### config.mk
export PLATFORM = sky130hd
export DESIGN_NAME = rs485_serial_port_setup
export DESIGN_NICKNAME = d
export VERILOG_FILES = /design/src/serial_port_pkg.sv /design/src/rs485_serial_port_setup.sv /design/src/serial_char_engine.sv
export SDC_FILE = /design/constraint.sdc
export NUM_CORES = 1
export LEC_CHECK = 0
export ABC_AREA = 1
export BUFFER_PORTS_ARGS = -buffer_cell sky130_fd_sc_hd__clkbuf_2
export CORE_MARGIN = 2
export CORE_UTILIZATION = 45
export CTS_CLUSTER_DIAMETER = 120
export DETAILED_ROUTE_END_ITERATION = 6
export PLACE_DENSITY = 0.58
export SLEW_MARGIN = 20
export SYNTH_ARGS = -nofsm -noshare
export SYNTH_HDL_FRONTEND = slang
export SYNTH_SLANG_ARGS = --single-unit
### constraint.sdc
create_clock -name clk_in -period 37.6 [get_ports clk_in]
set_clock_uncertainty 0.2 [all_clocks]
set_input_delay 5.64 -clock clk_in [delete_from_list [all_inputs] [get_ports clk_in]]
set_output_delay 5.64 -clock clk_in [all_outputs]
set_load 0.05 [all_outputs]
### src/serial_port_pkg.sv
// constants, register map and field layout of the rs485 serial port
// assumes a 125 mhz system clock and a 32-bit apb register bus
package serial_port_pkg;

   ////////////////////////////////////////////////////////////////////////////
   // clock and timing
   localparam int CLK_HZ        = 125_000_000;
   localparam int CLK_PERIOD_NS = 8;
   localparam int MS_NS         = 1_000_000;
   localparam int MS_CYCLES     = MS_NS / CLK_PERIOD_NS;
   localparam int DIV_W         = 16;

   ////////////////////////////////////////////////////////////////////////////
   // bit rates selected by the speed code
   localparam int BAUD_0 = 4800;
   localparam int BAUD_1 = 9600;
   localparam int BAUD_2 = 19200;
   localparam int BAUD_3 = 38400;
   localparam int BAUD_4 = 57600;
   localparam int BAUD_5 = 115200;

   ////////////////////////////////////////////////////////////////////////////
   // register byte offsets
   localparam logic [7:0] OFS_CONFIG  = 8'h00;
   localparam logic [7:0] OFS_STATION = 8'h04;
   localparam logic [7:0] OFS_RESP    = 8'h08;
   localparam logic [7:0] OFS_STATUS  = 8'h0c;
   localparam logic [7:0] OFS_RXDATA  = 8'h10;
   localparam logic [7:0] OFS_TXDATA  = 8'h14;

   ////////////////////////////////////////////////////////////////////////////
   // config field positions
   localparam int CF_PROTO_LO  = 0;
   localparam int CF_PROTO_HI  = 1;
   localparam int CF_BAUD_LO   = 4;
   localparam int CF_BAUD_HI   = 6;
   localparam int CF_LEN       = 8;
   localparam int CF_PAR_LO    = 12;
   localparam int CF_PAR_HI    = 13;
   localparam int CF_STOP      = 16;

   // status bit positions
   localparam int ST_ENABLED   = 0;
   localparam int ST_TX_BUSY   = 1;
   localparam int ST_TX_PEND   = 2;
   localparam int ST_RX_FULL   = 3;
   localparam int ST_PAR_ERR   = 4;
   localparam int ST_FRM_ERR   = 5;
   localparam int ST_OVERRUN   = 6;
   localparam int ST_RESP_OK   = 7;

   ////////////////////////////////////////////////////////////////////////////
   // codes and reset values
   typedef enum logic [1:0] {PROTO_VENDOR = 2'h0, PROTO_ASCII = 2'h1, PROTO_RTU = 2'h2} proto_t;
   localparam logic [1:0] PAR_EVEN     = 2'h0;
   localparam logic [1:0] PAR_ODD      = 2'h1;
   localparam logic [1:0] PAR_NONE     = 2'h2;
   localparam logic [2:0] BAUD_MAX     = 3'h5;
   localparam logic [1:0] PROTO_MAX    = 2'h2;
   localparam logic [1:0] PROTO_RST    = 2'h0;
   localparam logic [2:0] BAUD_RST     = 3'h2;
   localparam logic       LEN_RST      = 1'h1;
   localparam logic [1:0] PAR_RST      = 2'h0;
   localparam logic       STOP_RST     = 1'h0;
   localparam logic [6:0] STATION_RST  = 7'h7f;
   localparam logic [7:0] RESP_RST     = 8'h03;
   localparam logic [7:0] RESP_MIN     = 8'h01;
   localparam logic [7:0] RESP_MAX     = 8'hfa;
   localparam logic [7:0] ELAPSED_SAT  = 8'hff;

   // cycles per bit for a speed code
   function automatic logic [DIV_W-1:0] baud_div(input logic [2:0] code);
      int rate;
      case (code)
         3'h0:    rate = BAUD_0;
         3'h1:    rate = BAUD_1;
         3'h2:    rate = BAUD_2;
         3'h3:    rate = BAUD_3;
         3'h4:    rate = BAUD_4;
         default: rate = BAUD_5;
      endcase
      return DIV_W'(CLK_HZ / rate);
   endfunction

endpackage
### src/rs485_serial_port_setup.sv
// configurable rs485 serial port with apb register access
// assumes an external transceiver driven by txd_out and de_out, and rxd_in synchronous to clk_in
`timescale 1ns/10ps
module rs485_serial_port_setup #(
   parameter int MS_CYCLES = serial_port_pkg::MS_CYCLES
) (
   // clock and reset
   input  wire logic        clk_in,
   input  wire logic        rst_in,
   // apb slave
   input  wire logic        psel_in,
   input  wire logic        penable_in,
   input  wire logic        pwrite_in,
   input  wire logic [7:0]  paddr_in,
   input  wire logic [31:0] pwdata_in,
   input  wire logic [3:0]  pstrb_in,
   output logic             pready_out,
   output logic             pslverr_out,
   output logic [31:0]      prdata_out,
   // rs485 line
   input  wire logic        rxd_in,
   output logic             txd_out,
   output logic             de_out,
   // settings for the framing layer above
   output logic [1:0]       protocol_out,
   output logic [6:0]       station_addr_out
);

   initial begin
      if (MS_CYCLES < 2 || MS_CYCLES > 1_000_000) $error("rs485_serial_port_setup: MS_CYCLES out of range");
   end

   ////////////////////////////////////////////////////////////////////////////
   // apb decode; zero wait states
   wire logic setup_w  = psel_in && !penable_in;
   wire logic access_w = psel_in && penable_in;
   wire logic wr_w     = access_w && pwrite_in;
   wire logic rd_w     = access_w && !pwrite_in;
   wire logic hit_cfg  = (paddr_in == serial_port_pkg::OFS_CONFIG);
   wire logic hit_sta  = (paddr_in == serial_port_pkg::OFS_STATION);
   wire logic hit_rsp  = (paddr_in == serial_port_pkg::OFS_RESP);
   wire logic hit_st   = (paddr_in == serial_port_pkg::OFS_STATUS);
   wire logic hit_rx   = (paddr_in == serial_port_pkg::OFS_RXDATA);
   wire logic hit_tx   = (paddr_in == serial_port_pkg::OFS_TXDATA);
   wire logic mapped   = hit_cfg || hit_sta || hit_rsp || hit_st || hit_rx || hit_tx;

   // fields as written
   wire logic [1:0] w_proto = pwdata_in[serial_port_pkg::CF_PROTO_HI:serial_port_pkg::CF_PROTO_LO];
   wire logic [2:0] w_baud  = pwdata_in[serial_port_pkg::CF_BAUD_HI:serial_port_pkg::CF_BAUD_LO];
   wire logic [1:0] w_par   = pwdata_in[serial_port_pkg::CF_PAR_HI:serial_port_pkg::CF_PAR_LO];
   wire logic [7:0] w_resp  = pwdata_in[7:0];

   // invalid codes are refused whole, old values kept
   wire logic cfg_bad  = (w_proto > serial_port_pkg::PROTO_MAX) || (w_baud > serial_port_pkg::BAUD_MAX)
                         || (w_par > serial_port_pkg::PAR_NONE);
   wire logic resp_bad = (w_resp < serial_port_pkg::RESP_MIN) || (w_resp > serial_port_pkg::RESP_MAX);

   ////////////////////////////////////////////////////////////////////////////
   // settings registers
   logic [1:0] proto_reg;
   logic [2:0] baud_reg;
   logic       len8_reg;
   logic [1:0] par_reg;
   logic       stop2_reg;
   logic [6:0] station_reg;
   logic [7:0] resp_reg;

   always_ff @(posedge clk_in or posedge rst_in) begin
      if (rst_in) begin
         proto_reg   <= serial_port_pkg::PROTO_RST;
         baud_reg    <= serial_port_pkg::BAUD_RST;
         len8_reg    <= serial_port_pkg::LEN_RST;
         par_reg     <= serial_port_pkg::PAR_RST;
         stop2_reg   <= serial_port_pkg::STOP_RST;
         station_reg <= serial_port_pkg::STATION_RST;
         resp_reg    <= serial_port_pkg::RESP_RST;
      end else if (wr_w) begin
         if (hit_cfg && !cfg_bad && pstrb_in == 4'hf) begin
            proto_reg <= w_proto;
            baud_reg  <= w_baud;
            len8_reg  <= pwdata_in[serial_port_pkg::CF_LEN];
            par_reg   <= w_par;
            stop2_reg <= pwdata_in[serial_port_pkg::CF_STOP];
         end
         if (hit_sta && pstrb_in[0]) station_reg <= pwdata_in[6:0];
         if (hit_rsp && pstrb_in[0] && !resp_bad) resp_reg <= w_resp;
      end
   end

   wire logic enabled_w = (station_reg != 7'h00);
   assign protocol_out     = proto_reg;
   assign station_addr_out = station_reg;

   ////////////////////////////////////////////////////////////////////////////
   // character engine
   logic       tx_busy;
   logic       rx_done;
   logic [7:0] rx_data;
   logic       rx_perr;
   logic       rx_ferr;
   logic       tx_launch;
   logic [7:0] tx_hold_reg;

   serial_char_engine #(
      .DIV_W (serial_port_pkg::DIV_W)
   ) u_engine (
      .clk_in      (clk_in),
      .rst_in      (rst_in),
      .enable_in   (enabled_w),
      .div_in      (serial_port_pkg::baud_div(baud_reg)),
      .len8_in     (len8_reg),
      .parity_in   (par_reg),
      .stop2_in    (stop2_reg),
      .tx_start_in (tx_launch),
      .tx_data_in  (tx_hold_reg),
      .tx_busy_out (tx_busy),
      .txd_out     (txd_out),
      .rxd_in      (rxd_in),
      .rx_done_out (rx_done),
      .rx_data_out (rx_data),
      .rx_perr_out (rx_perr),
      .rx_ferr_out (rx_ferr)
   );

   assign de_out = tx_busy;

   ////////////////////////////////////////////////////////////////////////////
   // response delay: whole milliseconds since the last received character;
   // strict compare keeps the wait at or above the setting despite mid-stop timing
   logic [31:0] ms_pre_reg;
   logic [7:0]  elapsed_reg;
   wire logic   ms_tick = (ms_pre_reg == 32'(MS_CYCLES - 1));
   wire logic   resp_ok = (elapsed_reg > resp_reg);

   always_ff @(posedge clk_in or posedge rst_in) begin
      if (rst_in) begin
         ms_pre_reg  <= 32'h0;
         elapsed_reg <= serial_port_pkg::ELAPSED_SAT;
      end else if (rx_done) begin
         ms_pre_reg  <= 32'h0;
         elapsed_reg <= 8'h00;
      end else begin
         ms_pre_reg <= ms_tick ? 32'h0 : ms_pre_reg + 32'h1;
         if (ms_tick && elapsed_reg != serial_port_pkg::ELAPSED_SAT) elapsed_reg <= elapsed_reg + 8'h01;
      end
   end

   ////////////////////////////////////////////////////////////////////////////
   // transmit holding and receive flags; hardware set wins over software clear, except for overrun, which a read clears even as a character lands
   logic tx_pend_reg;
   logic rx_full_reg;
   logic perr_reg;
   logic ferr_reg;
   logic ovr_reg;
   logic [7:0] rx_buf_reg;

   wire logic tx_wr   = wr_w && hit_tx && pstrb_in[0] && !tx_pend_reg && enabled_w;
   wire logic rx_pop  = rd_w && hit_rx;
   assign tx_launch   = tx_pend_reg && !tx_busy && resp_ok && enabled_w;

   always_ff @(posedge clk_in or posedge rst_in) begin
      if (rst_in) begin
         tx_pend_reg <= 1'b0;
         tx_hold_reg <= 8'h00;
         rx_full_reg <= 1'b0;
         perr_reg    <= 1'b0;
         ferr_reg    <= 1'b0;
         ovr_reg     <= 1'b0;
         rx_buf_reg  <= 8'h00;
      end else begin
         if (tx_wr) tx_hold_reg <= pwdata_in[7:0];
         tx_pend_reg <= tx_wr || (tx_pend_reg && !tx_launch && enabled_w);
         rx_full_reg <= rx_done || (rx_full_reg && !rx_pop);
         ovr_reg     <= (rx_done && rx_full_reg && !rx_pop) || (ovr_reg && !rx_pop);
         if (rx_done) begin
            rx_buf_reg <= rx_data;
            perr_reg   <= rx_perr;
            ferr_reg   <= rx_ferr;
         end
      end
   end

   ////////////////////////////////////////////////////////////////////////////
   // read data captured in the setup cycle, held through the access cycle
   wire logic [31:0] cfg_rd = (32'(proto_reg) << serial_port_pkg::CF_PROTO_LO)
                            | (32'(baud_reg) << serial_port_pkg::CF_BAUD_LO)
                            | (32'(len8_reg) << serial_port_pkg::CF_LEN)
                            | (32'(par_reg) << serial_port_pkg::CF_PAR_LO)
                            | (32'(stop2_reg) << serial_port_pkg::CF_STOP);
   wire logic [31:0] st_rd  = (32'(enabled_w) << serial_port_pkg::ST_ENABLED)
                            | (32'(tx_busy) << serial_port_pkg::ST_TX_BUSY)
                            | (32'(tx_pend_reg) << serial_port_pkg::ST_TX_PEND)
                            | (32'(rx_full_reg) << serial_port_pkg::ST_RX_FULL)
                            | (32'(perr_reg) << serial_port_pkg::ST_PAR_ERR)
                            | (32'(ferr_reg) << serial_port_pkg::ST_FRM_ERR)
                            | (32'(ovr_reg) << serial_port_pkg::ST_OVERRUN)
                            | (32'(resp_ok) << serial_port_pkg::ST_RESP_OK);
   wire logic [31:0] rd_mux = hit_cfg ? cfg_rd
                            : hit_sta ? {25'h0, station_reg}
                            : hit_rsp ? {24'h0, resp_reg}
                            : hit_st  ? st_rd
                            : hit_rx  ? {24'h0, rx_buf_reg}
                            : 32'h0;

   always_ff @(posedge clk_in or posedge rst_in) begin
      if (rst_in) prdata_out <= 32'h0;
      else if (setup_w && !pwrite_in) prdata_out <= rd_mux;
   end

   assign pready_out  = 1'b1;
   assign pslverr_out = access_w && (!mapped || (pwrite_in && ((hit_cfg && cfg_bad) || (hit_rsp && resp_bad)
                        || (hit_tx && (tx_pend_reg || !enabled_w)) || hit_st || hit_rx)));

endmodule

### src/serial_char_engine.sv
// character transmitter and receiver for the rs485 serial port
// assumes rxd is synchronous to clk_in; bit period comes in as a cycle count
`timescale 1ns/10ps
module serial_char_engine #(
   parameter int DIV_W = serial_port_pkg::DIV_W
) (
   // clock and reset
   input  wire logic             clk_in,
   input  wire logic             rst_in,
   // format
   input  wire logic             enable_in,
   input  wire logic [DIV_W-1:0] div_in,
   input  wire logic             len8_in,
   input  wire logic [1:0]       parity_in,
   input  wire logic             stop2_in,
   // transmit side
   input  wire logic             tx_start_in,
   input  wire logic [7:0]       tx_data_in,
   output logic                  tx_busy_out,
   output logic                  txd_out,
   // receive side
   input  wire logic             rxd_in,
   output logic                  rx_done_out,
   output logic [7:0]            rx_data_out,
   output logic                  rx_perr_out,
   output logic                  rx_ferr_out
);

   initial begin
      if (DIV_W < 4 || DIV_W > 24) $error("serial_char_engine: DIV_W out of range");
   end

   typedef enum {RX_IDLE, RX_START, RX_BITS} rx_state_t;

   ////////////////////////////////////////////////////////////////////////////
   // frame shape shared by both directions
   wire logic       par_on    = (parity_in != serial_port_pkg::PAR_NONE);
   wire logic [3:0] data_bits = len8_in ? 4'h8 : 4'h7;
   wire logic [3:0] tx_bits   = 4'h1 + data_bits + {3'h0, par_on} + (stop2_in ? 4'h2 : 4'h1);
   wire logic [3:0] rx_bits   = data_bits + {3'h0, par_on} + 4'h1;
   wire logic [DIV_W-1:0] div_last = div_in - DIV_W'(1);
   wire logic [DIV_W-1:0] div_half = (div_in >> 1) - DIV_W'(1);

   wire logic [7:0] tx_masked = len8_in ? tx_data_in : {1'b0, tx_data_in[6:0]};
   wire logic       tx_par    = (^tx_masked) ^ (parity_in == serial_port_pkg::PAR_ODD);
   wire logic       tx_pbit   = par_on ? tx_par : 1'b1;
   wire logic [11:0] tx_frame = len8_in ? {2'h3, tx_pbit, tx_data_in, 1'b0}
                                        : {3'h7, tx_pbit, tx_data_in[6:0], 1'b0};

   ////////////////////////////////////////////////////////////////////////////
   // transmitter: idle ones keep the line at mark between frames
   logic [11:0]      tx_shift_reg;
   logic [3:0]       tx_left_reg;
   logic [DIV_W-1:0] tx_cnt_reg;

   assign tx_busy_out = (tx_left_reg != 4'h0);
   assign txd_out     = tx_shift_reg[0];

   always_ff @(posedge clk_in or posedge rst_in) begin
      if (rst_in) begin
         tx_shift_reg <= 12'hfff;
         tx_left_reg  <= 4'h0;
         tx_cnt_reg   <= '0;
      end else if (!tx_busy_out) begin
         if (tx_start_in && enable_in) begin
            tx_shift_reg <= tx_frame;
            tx_left_reg  <= tx_bits;
            tx_cnt_reg   <= div_last;
         end
      end else if (tx_cnt_reg == '0) begin
         tx_shift_reg <= {1'b1, tx_shift_reg[11:1]};
         tx_left_reg  <= tx_left_reg - 4'h1;
         tx_cnt_reg   <= div_last;
      end else begin
         tx_cnt_reg <= tx_cnt_reg - DIV_W'(1);
      end
   end

   ////////////////////////////////////////////////////////////////////////////
   // receiver: mid-bit sampling; only the first stop bit is checked
   rx_state_t        rx_state_reg;
   logic [9:0]       rx_shift_reg;
   logic [3:0]       rx_left_reg;
   logic [DIV_W-1:0] rx_cnt_reg;

   wire logic       rx_tick   = (rx_cnt_reg == '0);
   wire logic       rx_last   = (rx_state_reg == RX_BITS) && rx_tick && (rx_left_reg == 4'h1);
   wire logic [9:0] rx_full_w = {rxd_in, rx_shift_reg[9:1]};
   wire logic [9:0] rx_align  = rx_full_w >> (4'ha - rx_bits);
   wire logic [7:0] rx_dat_w  = len8_in ? rx_align[7:0] : {1'b0, rx_align[6:0]};
   wire logic       rx_pbit   = rx_align[data_bits];
   wire logic       rx_pbad   = par_on && ((^rx_dat_w) ^ rx_pbit ^ (parity_in == serial_port_pkg::PAR_ODD));

   always_ff @(posedge clk_in or posedge rst_in) begin
      if (rst_in) begin
         rx_state_reg <= RX_IDLE;
         rx_shift_reg <= '0;
         rx_left_reg  <= 4'h0;
         rx_cnt_reg   <= '0;
      end else if (!enable_in) begin
         rx_state_reg <= RX_IDLE;
      end else begin
         rx_cnt_reg <= rx_tick ? div_last : rx_cnt_reg - DIV_W'(1);
         case (rx_state_reg)
            RX_IDLE: begin
               if (!rxd_in) begin
                  rx_state_reg <= RX_START;
                  rx_cnt_reg   <= div_half;
               end
            end
            RX_START: begin
               if (rx_tick) begin
                  rx_state_reg <= rxd_in ? RX_IDLE : RX_BITS;
                  rx_left_reg  <= rx_bits;
               end
            end
            RX_BITS: begin
               if (rx_tick) begin
                  rx_shift_reg <= rx_full_w;
                  rx_left_reg  <= rx_left_reg - 4'h1;
                  if (rx_left_reg == 4'h1) rx_state_reg <= RX_IDLE;
               end
            end
            default: rx_state_reg <= RX_IDLE;
         endcase
      end
   end

   always_ff @(posedge clk_in or posedge rst_in) begin
      if (rst_in) begin
         rx_done_out <= 1'b0;
         rx_data_out <= 8'h00;
         rx_perr_out <= 1'b0;
         rx_ferr_out <= 1'b0;
      end else begin
         rx_done_out <= rx_last && enable_in;
         if (rx_last && enable_in) begin
            rx_data_out <= rx_dat_w;
            rx_perr_out <= rx_pbad;
            rx_ferr_out <= !rxd_in;
         end
      end
   end

endmodule

# Yosys cells after proc, flatten, opt, wreduce, memory -nomap -nowiden
# Index checks and enable logic that the tools add are counted.
totals:
  inputBits: 50
  register_bits: 222
classes:
  n_lt_le_gt_ge: 7
  shifts: 1
  eq_ne: 25
  reduce_logical: 82
  n_addsub: 14
  bitwise: 14
  mux: 40
  n_div: 1
ops:
  columns: ["cell", "count"]
  rows:
  - ["two-way mux 32 bit", 7]
  - ["two-way mux 16 bit", 6]
  - ["one-hot mux 32 bit (3 select lines)", 1]
  - ["one-hot mux 17 bit (5 select lines)", 1]
  - ["two-way mux 8 bit", 8]
  - ["subtractor 16 x 1 -> 16 bit (second input constant)", 3]
  - ["two-way mux 12 bit", 3]
  - ["logical AND 1 bit", 35]
  - ["adder 32 x 1 -> 32 bit (second input constant)", 1]
  - ["divider 28 x 32 -> 32 bit (first input constant)", 1]
  - ["equality test 32 x 1 -> 1 bit (second input constant)", 1]
  - ["equality test 32 x 17 -> 1 bit (second input constant)", 1]
  - ["equality test 32 x 2 -> 1 bit (second input constant)", 1]
  - ["equality test 32 x 3 -> 1 bit (second input constant)", 1]
  - ["zero test 16 bit", 2]
  - ["zero test 32 bit", 1]
  - ["two-way mux 4 bit", 6]
  - ["logical OR 1 bit", 17]
  - ["two-way mux 17 bit", 1]
  - ["OR 14 x 17 -> 17 bit", 1]
  - ["equality test 8 x 4 -> 1 bit (second input constant)", 2]
  - ["equality test 8 x 5 -> 1 bit (second input constant)", 2]
  - ["XOR reduction 8 bit", 2]
  - ["subtractor 15 x 1 -> 16 bit (second input constant)", 1]
  - ["51 further kinds", 79]

# Depth between registers and ports, before layout
depth:
  word_depth: 12
  ltp_mapped: 264
  depth_no_buf: 240

# By module
# Synthesis repeated with hierarchy kept, for this count alone.
unflattened:
  hier_cells: 3956
  area_unflattened_um2: 23892.9
by_module_without_submodules:
  columns: ["module", "n_inst", "seq_area_each_um2", "cells_per_inst", "area_per_inst_um2"]
  rows:
  - ["rs485_serial_port_setup", 1, 2451.1, 3114, 18350.1]
  - ["serial_char_engine", 1, 1814.2, 842, 5542.8]

# Worst setup path before layout
# Ideal clock, no wire load.
synth_path:
  path_kind: "register -> register"
  start: "register baud_reg[2]"
  end: "register u_engine.rx_cnt_reg[6]"
  period_less_slack_ns: 30.731
  path_slack_ns: 6.869
  stages_incl_launch_ff: 241
  t_arrival_ns: 30.413
  path_cell_list: "dfrtp_1 -> buf_6 -> inv_6 -> nand2_4 -> clkbuf_8 -> clkbuf_8 -> nor2_1 -> inv_1 -> nand2_1 -> buf_6 -> nor2_1 -> ha_1 -> nand2_1 -> o21ai_1 -> nand2_1 -> nand3_2 -> nand2_2 -> nand2_4 -> [205 not listed] -> clkbuf_1 -> o21ai_0 -> ha_1 -> nand2_1 -> nor2_1 -> nand3_1 -> o21ai_0 -> nor2_1 -> nand2_1 -> nand2_1 -> nand2_4 -> inv_2 -> nand2_1 -> nand2_1 -> nand2_1 -> nand2_1 -> a21oi_1 -> nor2_1"
synth_via:
  elab_chain_cells: 7
  elab_cells_between_ends: 12
synth_rtl:
  columns: ["element", "line_no", "source"]
  rows:
  - ["start: declaration", "rs485_serial_port_setup.sv:61", "logic [2:0] baud_reg;"]
  - ["start signal: assignment", "rs485_serial_port_setup.sv:71", "baud_reg <= serial_port_pkg::BAUD_RST;"]
  - ["start signal: assignment", "rs485_serial_port_setup.sv:80", "baud_reg <= w_baud;"]
  - ["equality test 3 bit, or another cell as far along", "serial_port_pkg.sv:74", "case (code)"]
  - ["one-hot mux 17 bit (5 select lines) (*)", "serial_port_pkg.sv:74", null]
  - ["divider 28 x 32 -> 32 bit (*)", "serial_port_pkg.sv:82", "return DIV_W'(CLK_HZ / rate);"]
  - ["subtractor 16 x 1 -> 16 bit", "serial_char_engine.sv:41", "wire logic [DIV_W-1:0] div_last = div_in - DIV_W'(1);"]
  - ["two-way mux 16 bit", "serial_char_engine.sv:103", "rx_cnt_reg <= rx_tick ? div_last : rx_cnt_reg - DIV_W'(1);"]
  - ["two-way mux 16 bit", "serial_char_engine.sv:106", "if (!rxd_in) begin"]
  - ["two-way mux 16 bit (*)", "serial_char_engine.sv:104", "case (rx_state_reg)"]
  - ["end signal: assignment", "serial_char_engine.sv:103", null]
  - ["end signal: assignment", "serial_char_engine.sv:108", "rx_cnt_reg <= div_half;"]
  - ["end: declaration", "serial_char_engine.sv:84", "logic [DIV_W-1:0] rx_cnt_reg;"]
# Every way passes the cells marked *; elsewhere a longest branch is shown, timed or not.
# A chain may end at the register's enable or synchronous reset.

# Worst setup path after layout
layout_path:
  start: "register baud_reg[1]"
  end: "register u_engine.tx_cnt_reg[9]"
layout_via:
  elab_chain_cells: 6
  elab_cells_between_ends: 11
layout_rtl:
  columns: ["element", "line_no", "source"]
  rows:
  - ["equality test 3 bit, or another cell as far along", "serial_port_pkg.sv:74", null]
  - ["one-hot mux 17 bit (5 select lines) (*)", "serial_port_pkg.sv:74", null]
  - ["divider 28 x 32 -> 32 bit (*)", "serial_port_pkg.sv:82", null]
  - ["subtractor 16 x 1 -> 16 bit (*)", "serial_char_engine.sv:41", null]
  - ["two-way mux 16 bit (on tied branches)", "serial_char_engine.sv:65, serial_char_engine.sv:70", null]
  - ["two-way mux 16 bit (*)", "serial_char_engine.sv:64", "end else if (!tx_busy_out) begin"]
  - ["end signal: assignment", "serial_char_engine.sv:68", "tx_cnt_reg <= div_last;"]
  - ["end signal: assignment", "serial_char_engine.sv:73", "tx_cnt_reg <= div_last;"]
  - ["end signal: assignment", "serial_char_engine.sv:75", "tx_cnt_reg <= tx_cnt_reg - DIV_W'(1);"]
  - ["end: declaration", "serial_char_engine.sv:54", "logic [DIV_W-1:0] tx_cnt_reg;"]
# Every way passes the cells marked *; elsewhere a longest branch is shown, timed or not. The select of a mux whose other input is x is not followed.

==> out/summary.log <==
qor: final_layout.areaGrowthSynthToFinish 6.040%
qor: sta.maxSlewViolCount 0
qor: clock_network.clock_sink_count 169
qor: floorplanning.initial_utilization 0.4534
qor: sta.achievable_frequency 29.23 MHz
qor: final_layout.design.final.nets 4083
qor: synth.ys_types 81
qor: final_layout.commonest_non_fill_non_tap_cell_in_the_layout nand2_1
qor: synth.netlist_area 0.02430 mm2
qor: placement.number_of_port_buffers 53
qor: floorplanning.total_die_area 0.05588 mm2
qor: placement.dp_worst_setup_slack 2.934 ns
qor: synth.yosys_warnings 0
qor: drt.firstDrtPassIters 5
qor: sta.final_hold_viol_count 0
qor: final_layout.antenna-diode-count 0
qor: grt.grt_usage 0.2578
qor: drt.final_antenna_net_count 0
qor: sta.post_layout_minimum_cycle_time 34.22 ns
qor: drt.remaining_drc_errors 0
qor: clock_network.holdBufCountCts 0
qor: floorplanning.die-height 236.4 um
qor: setup_path.worstPathRequired 37.77 ns
qor: clock_network.cts_tree yes
qor: clock_network.clockRootBuffer clkbuf_16
qor: drt.via_per_inst 5.299
qor: drt.drc_marker_count_from_the_first_detailed_route_iteration 1487
qor: synth.synth.yosys.seq_area_share 0.1755
qor: run_status.run_status complete, no violations
qor: drt.wl_met2 34630 um
qor: sta.final_critical_path_setup_slack 3.383 ns
qor: setup_path.timing.setup.critical_path_class reg -> reg
qor: grt.remaining_overflow_grt 0
qor: placement.place.detailed.instances 4515
qor: setup_path.crit_path_top_delay_cell dfstp_2
qor: floorplanning.top_level_ports 95
qor: final_layout.post_route_cells_drive_above_1_share 0.1321
qor: drt.sum_of_routed_wire_segments_on_met1 33230 um
qor: floorplanning.fp-row-count 85
qor: synth.synth_cells 3789
qor: floorplanning.design.core.area 0.05360 mm2
qor: grt.grt_first_pass_wirelength 117600 um
qor: placement.placer_congestion 0.8993
qor: sta.min_period_over_period 0.9100
qor: clock_network.cts-root-to-sink-buffers 2
qor: drt.route.met3.wl 2977 um
qor: clock_network.h-tree-depth 4
qor: sta.fin_worst_hold_slack 0.2633 ns
qor: final_layout.flip_flop_count_of_the_largest_register_after_layout 32
qor: drt.route.vias.total 24140
qor: setup_path.setup.worst_path.start_class register
qor: final_layout.final_cell_utilization_of_the_core 0.4807
qor: worst_hold_path.worstHoldPathType reg -> reg
qor: sta.setup_violators_final 0
qor: drt.route.final.wire_length 72500 um
qor: drt.wl_per_cell 15.91 um
qor: clock_network.path_clk_slew 0.07 ns
qor: final_layout.final-instance-count-excl-fill 4556
qor: grt.grt_pass1_vias 22600
qor: synth.synth.ff_latch_count 169
qor: sta.worst_slew_margin_rel 0.3338
qor: drt.top_layer met5
qor: clock_network.clock_latency_at_the_later_pin_of_the_worst_skew_pair 0.44 ns
qor: setup_path.critical-path-top-delay-family simple AND/OR/NAND/NOR gates
qor: grt.largest_net_degree_at_the_start_of_global_routing 71
qor: synth.synthArstFlopShare 1.000
qor: setup_path.worst_path_most_repeated_cell nand2_1
qor: synth.yosys_most_used_dff dfrtp_1
qor: setup_path.cp_slowest_stage_delay 0.51 ns
qor: sta.max_slew.worst_pin.slew 0.9956 ns
qor: setup_path.worstPathMaxFanout 21
qor: grt.antenna_found_initial 1
qor: setup_path.endpoint_kind register
qor: synth.post_synth.cell_area_avg 6.414 um2
qor: synth.synth_edf_count 0
qor: clock_network.cts-buffers-inserted 17
qor: final_layout.most-common-layout-cells nand2_1 (939), inv_1 (497), nor2_1 (318)
qor: placement.detailed_place_hpwl 56520 um
qor: flow_run.timing.max_cap.violations 0
qor: setup_path.cp.arrival 34.38 ns
qor: setup_path.timing.critical_path.buf_inv 25
qor: floorplanning.die_w 236.4 um
-- metal layers --
metal | global-route usage | vias to the layer above
li1 | - | 12560
met1 | 0.3383 | 11010
met2 | 0.4498 | 486
met3 | 0.02235 | 86
met4 | 0.07499 | 2
met5 | 0 | -
-- area by class of cell --
class / count / area (um2)
clock buffer: 19 / 432.9
clock inverter: 13 / 191.4
fill: 5799 / 27830
inverter: 543 / 2087
multi-input combinational: 2994 / 17140
sequential: 169 / 4265
tap: 696 / 870.8
timing repair buffer: 122 / 783.3
-- worst paths after layout --
path / from / endpoint / slack [ns] / depth (start not counted)
setup / recovery: baud_reg[1] / u_engine.tx_cnt_reg[9] / 3.38 / 208
hold / removal: ms_pre_reg[0] / ms_pre_reg[0] / 0.26 / 1
setup reg to reg: baud_reg[1] / u_engine.tx_cnt_reg[9] / 3.38 / 208
hold reg to reg: ms_pre_reg[0] / ms_pre_reg[0] / 0.26 / 1
max in group asynchronous: rst_in / ms_pre_reg[10] / 30.98 / 3
min in group asynchronous: rst_in / prdata_out[16] / 4.99 / 2
-- kinds of logic after synthesis --
logic type / synth area share
adder cells (fa/ha/maj): 0.09639
multiplexers: 0.003501
other: 0.0003090
flip-flops: 0.1755
AND/OR/NAND/NOR: 0.3924
AO/OA/AOI/OAI: 0.1511
buffers and inverters: 0.1239
XOR/XNOR: 0.05689
-- timing repair --
action | CTS | global route
setup endpoints to repair | 0 | 16
setup buffers | 0 | 8
resized for setup | 0 | 10
-- metrics by stage --
| step | TNS, ns | cell area (um2) |
|---|---|---|
| CTS | 0 | 25680 |
| detailed placement | 0 | 25050 |
| finish | 0 | 25770 |
| global placement | 0 | 25050 |
| global route | -0.02789 | 25770 |
| floorplan | 0 | 24390 |
-- synthesized netlist by cell type, types with 6 or more instances --
cell type  count  area share
nor2_4        28       0.013
nor4_1        18      0.0046
o21bai_1      12      0.0037
nand2_1      939        0.15
inv_1        499       0.077
nand2_4       32       0.015
o31ai_1        9      0.0028
clkbuf_8      23       0.013
or2_2         15      0.0039
buf_6         20      0.0093
nand4_1       81       0.021
clkinv_1      13      0.0020
nor2_2        29      0.0075
o22ai_1        8      0.0021
nand3_1      249       0.051
o21ai_1       24      0.0049
nand3b_1      12      0.0037
a21oi_1      179       0.037
nand2_2       91       0.023
nand4_2        9      0.0046
dfrtp_1      140        0.14
o221ai_1       7      0.0025
o21ai_2        8      0.0029
buf_4         26      0.0080
a31oi_1       24      0.0062
inv_2         22      0.0034
xnor2_1       48       0.017
ha_1         184       0.095
o21ai_0      294       0.061
o211ai_1      34       0.011
nor2_8         6      0.0049
nand3_2       48       0.020
dfstp_2       29       0.031
nor3_1        63       0.013
o21a_1         6      0.0019
nor2_1       319       0.049
xor2_1       108       0.039
a221oi_1       8      0.0029
clkbuf_1      30      0.0046
Power is left out: the tool's default activity adds up to more than one toggle a clock period on the data nets, which glitch-free logic cannot reach.
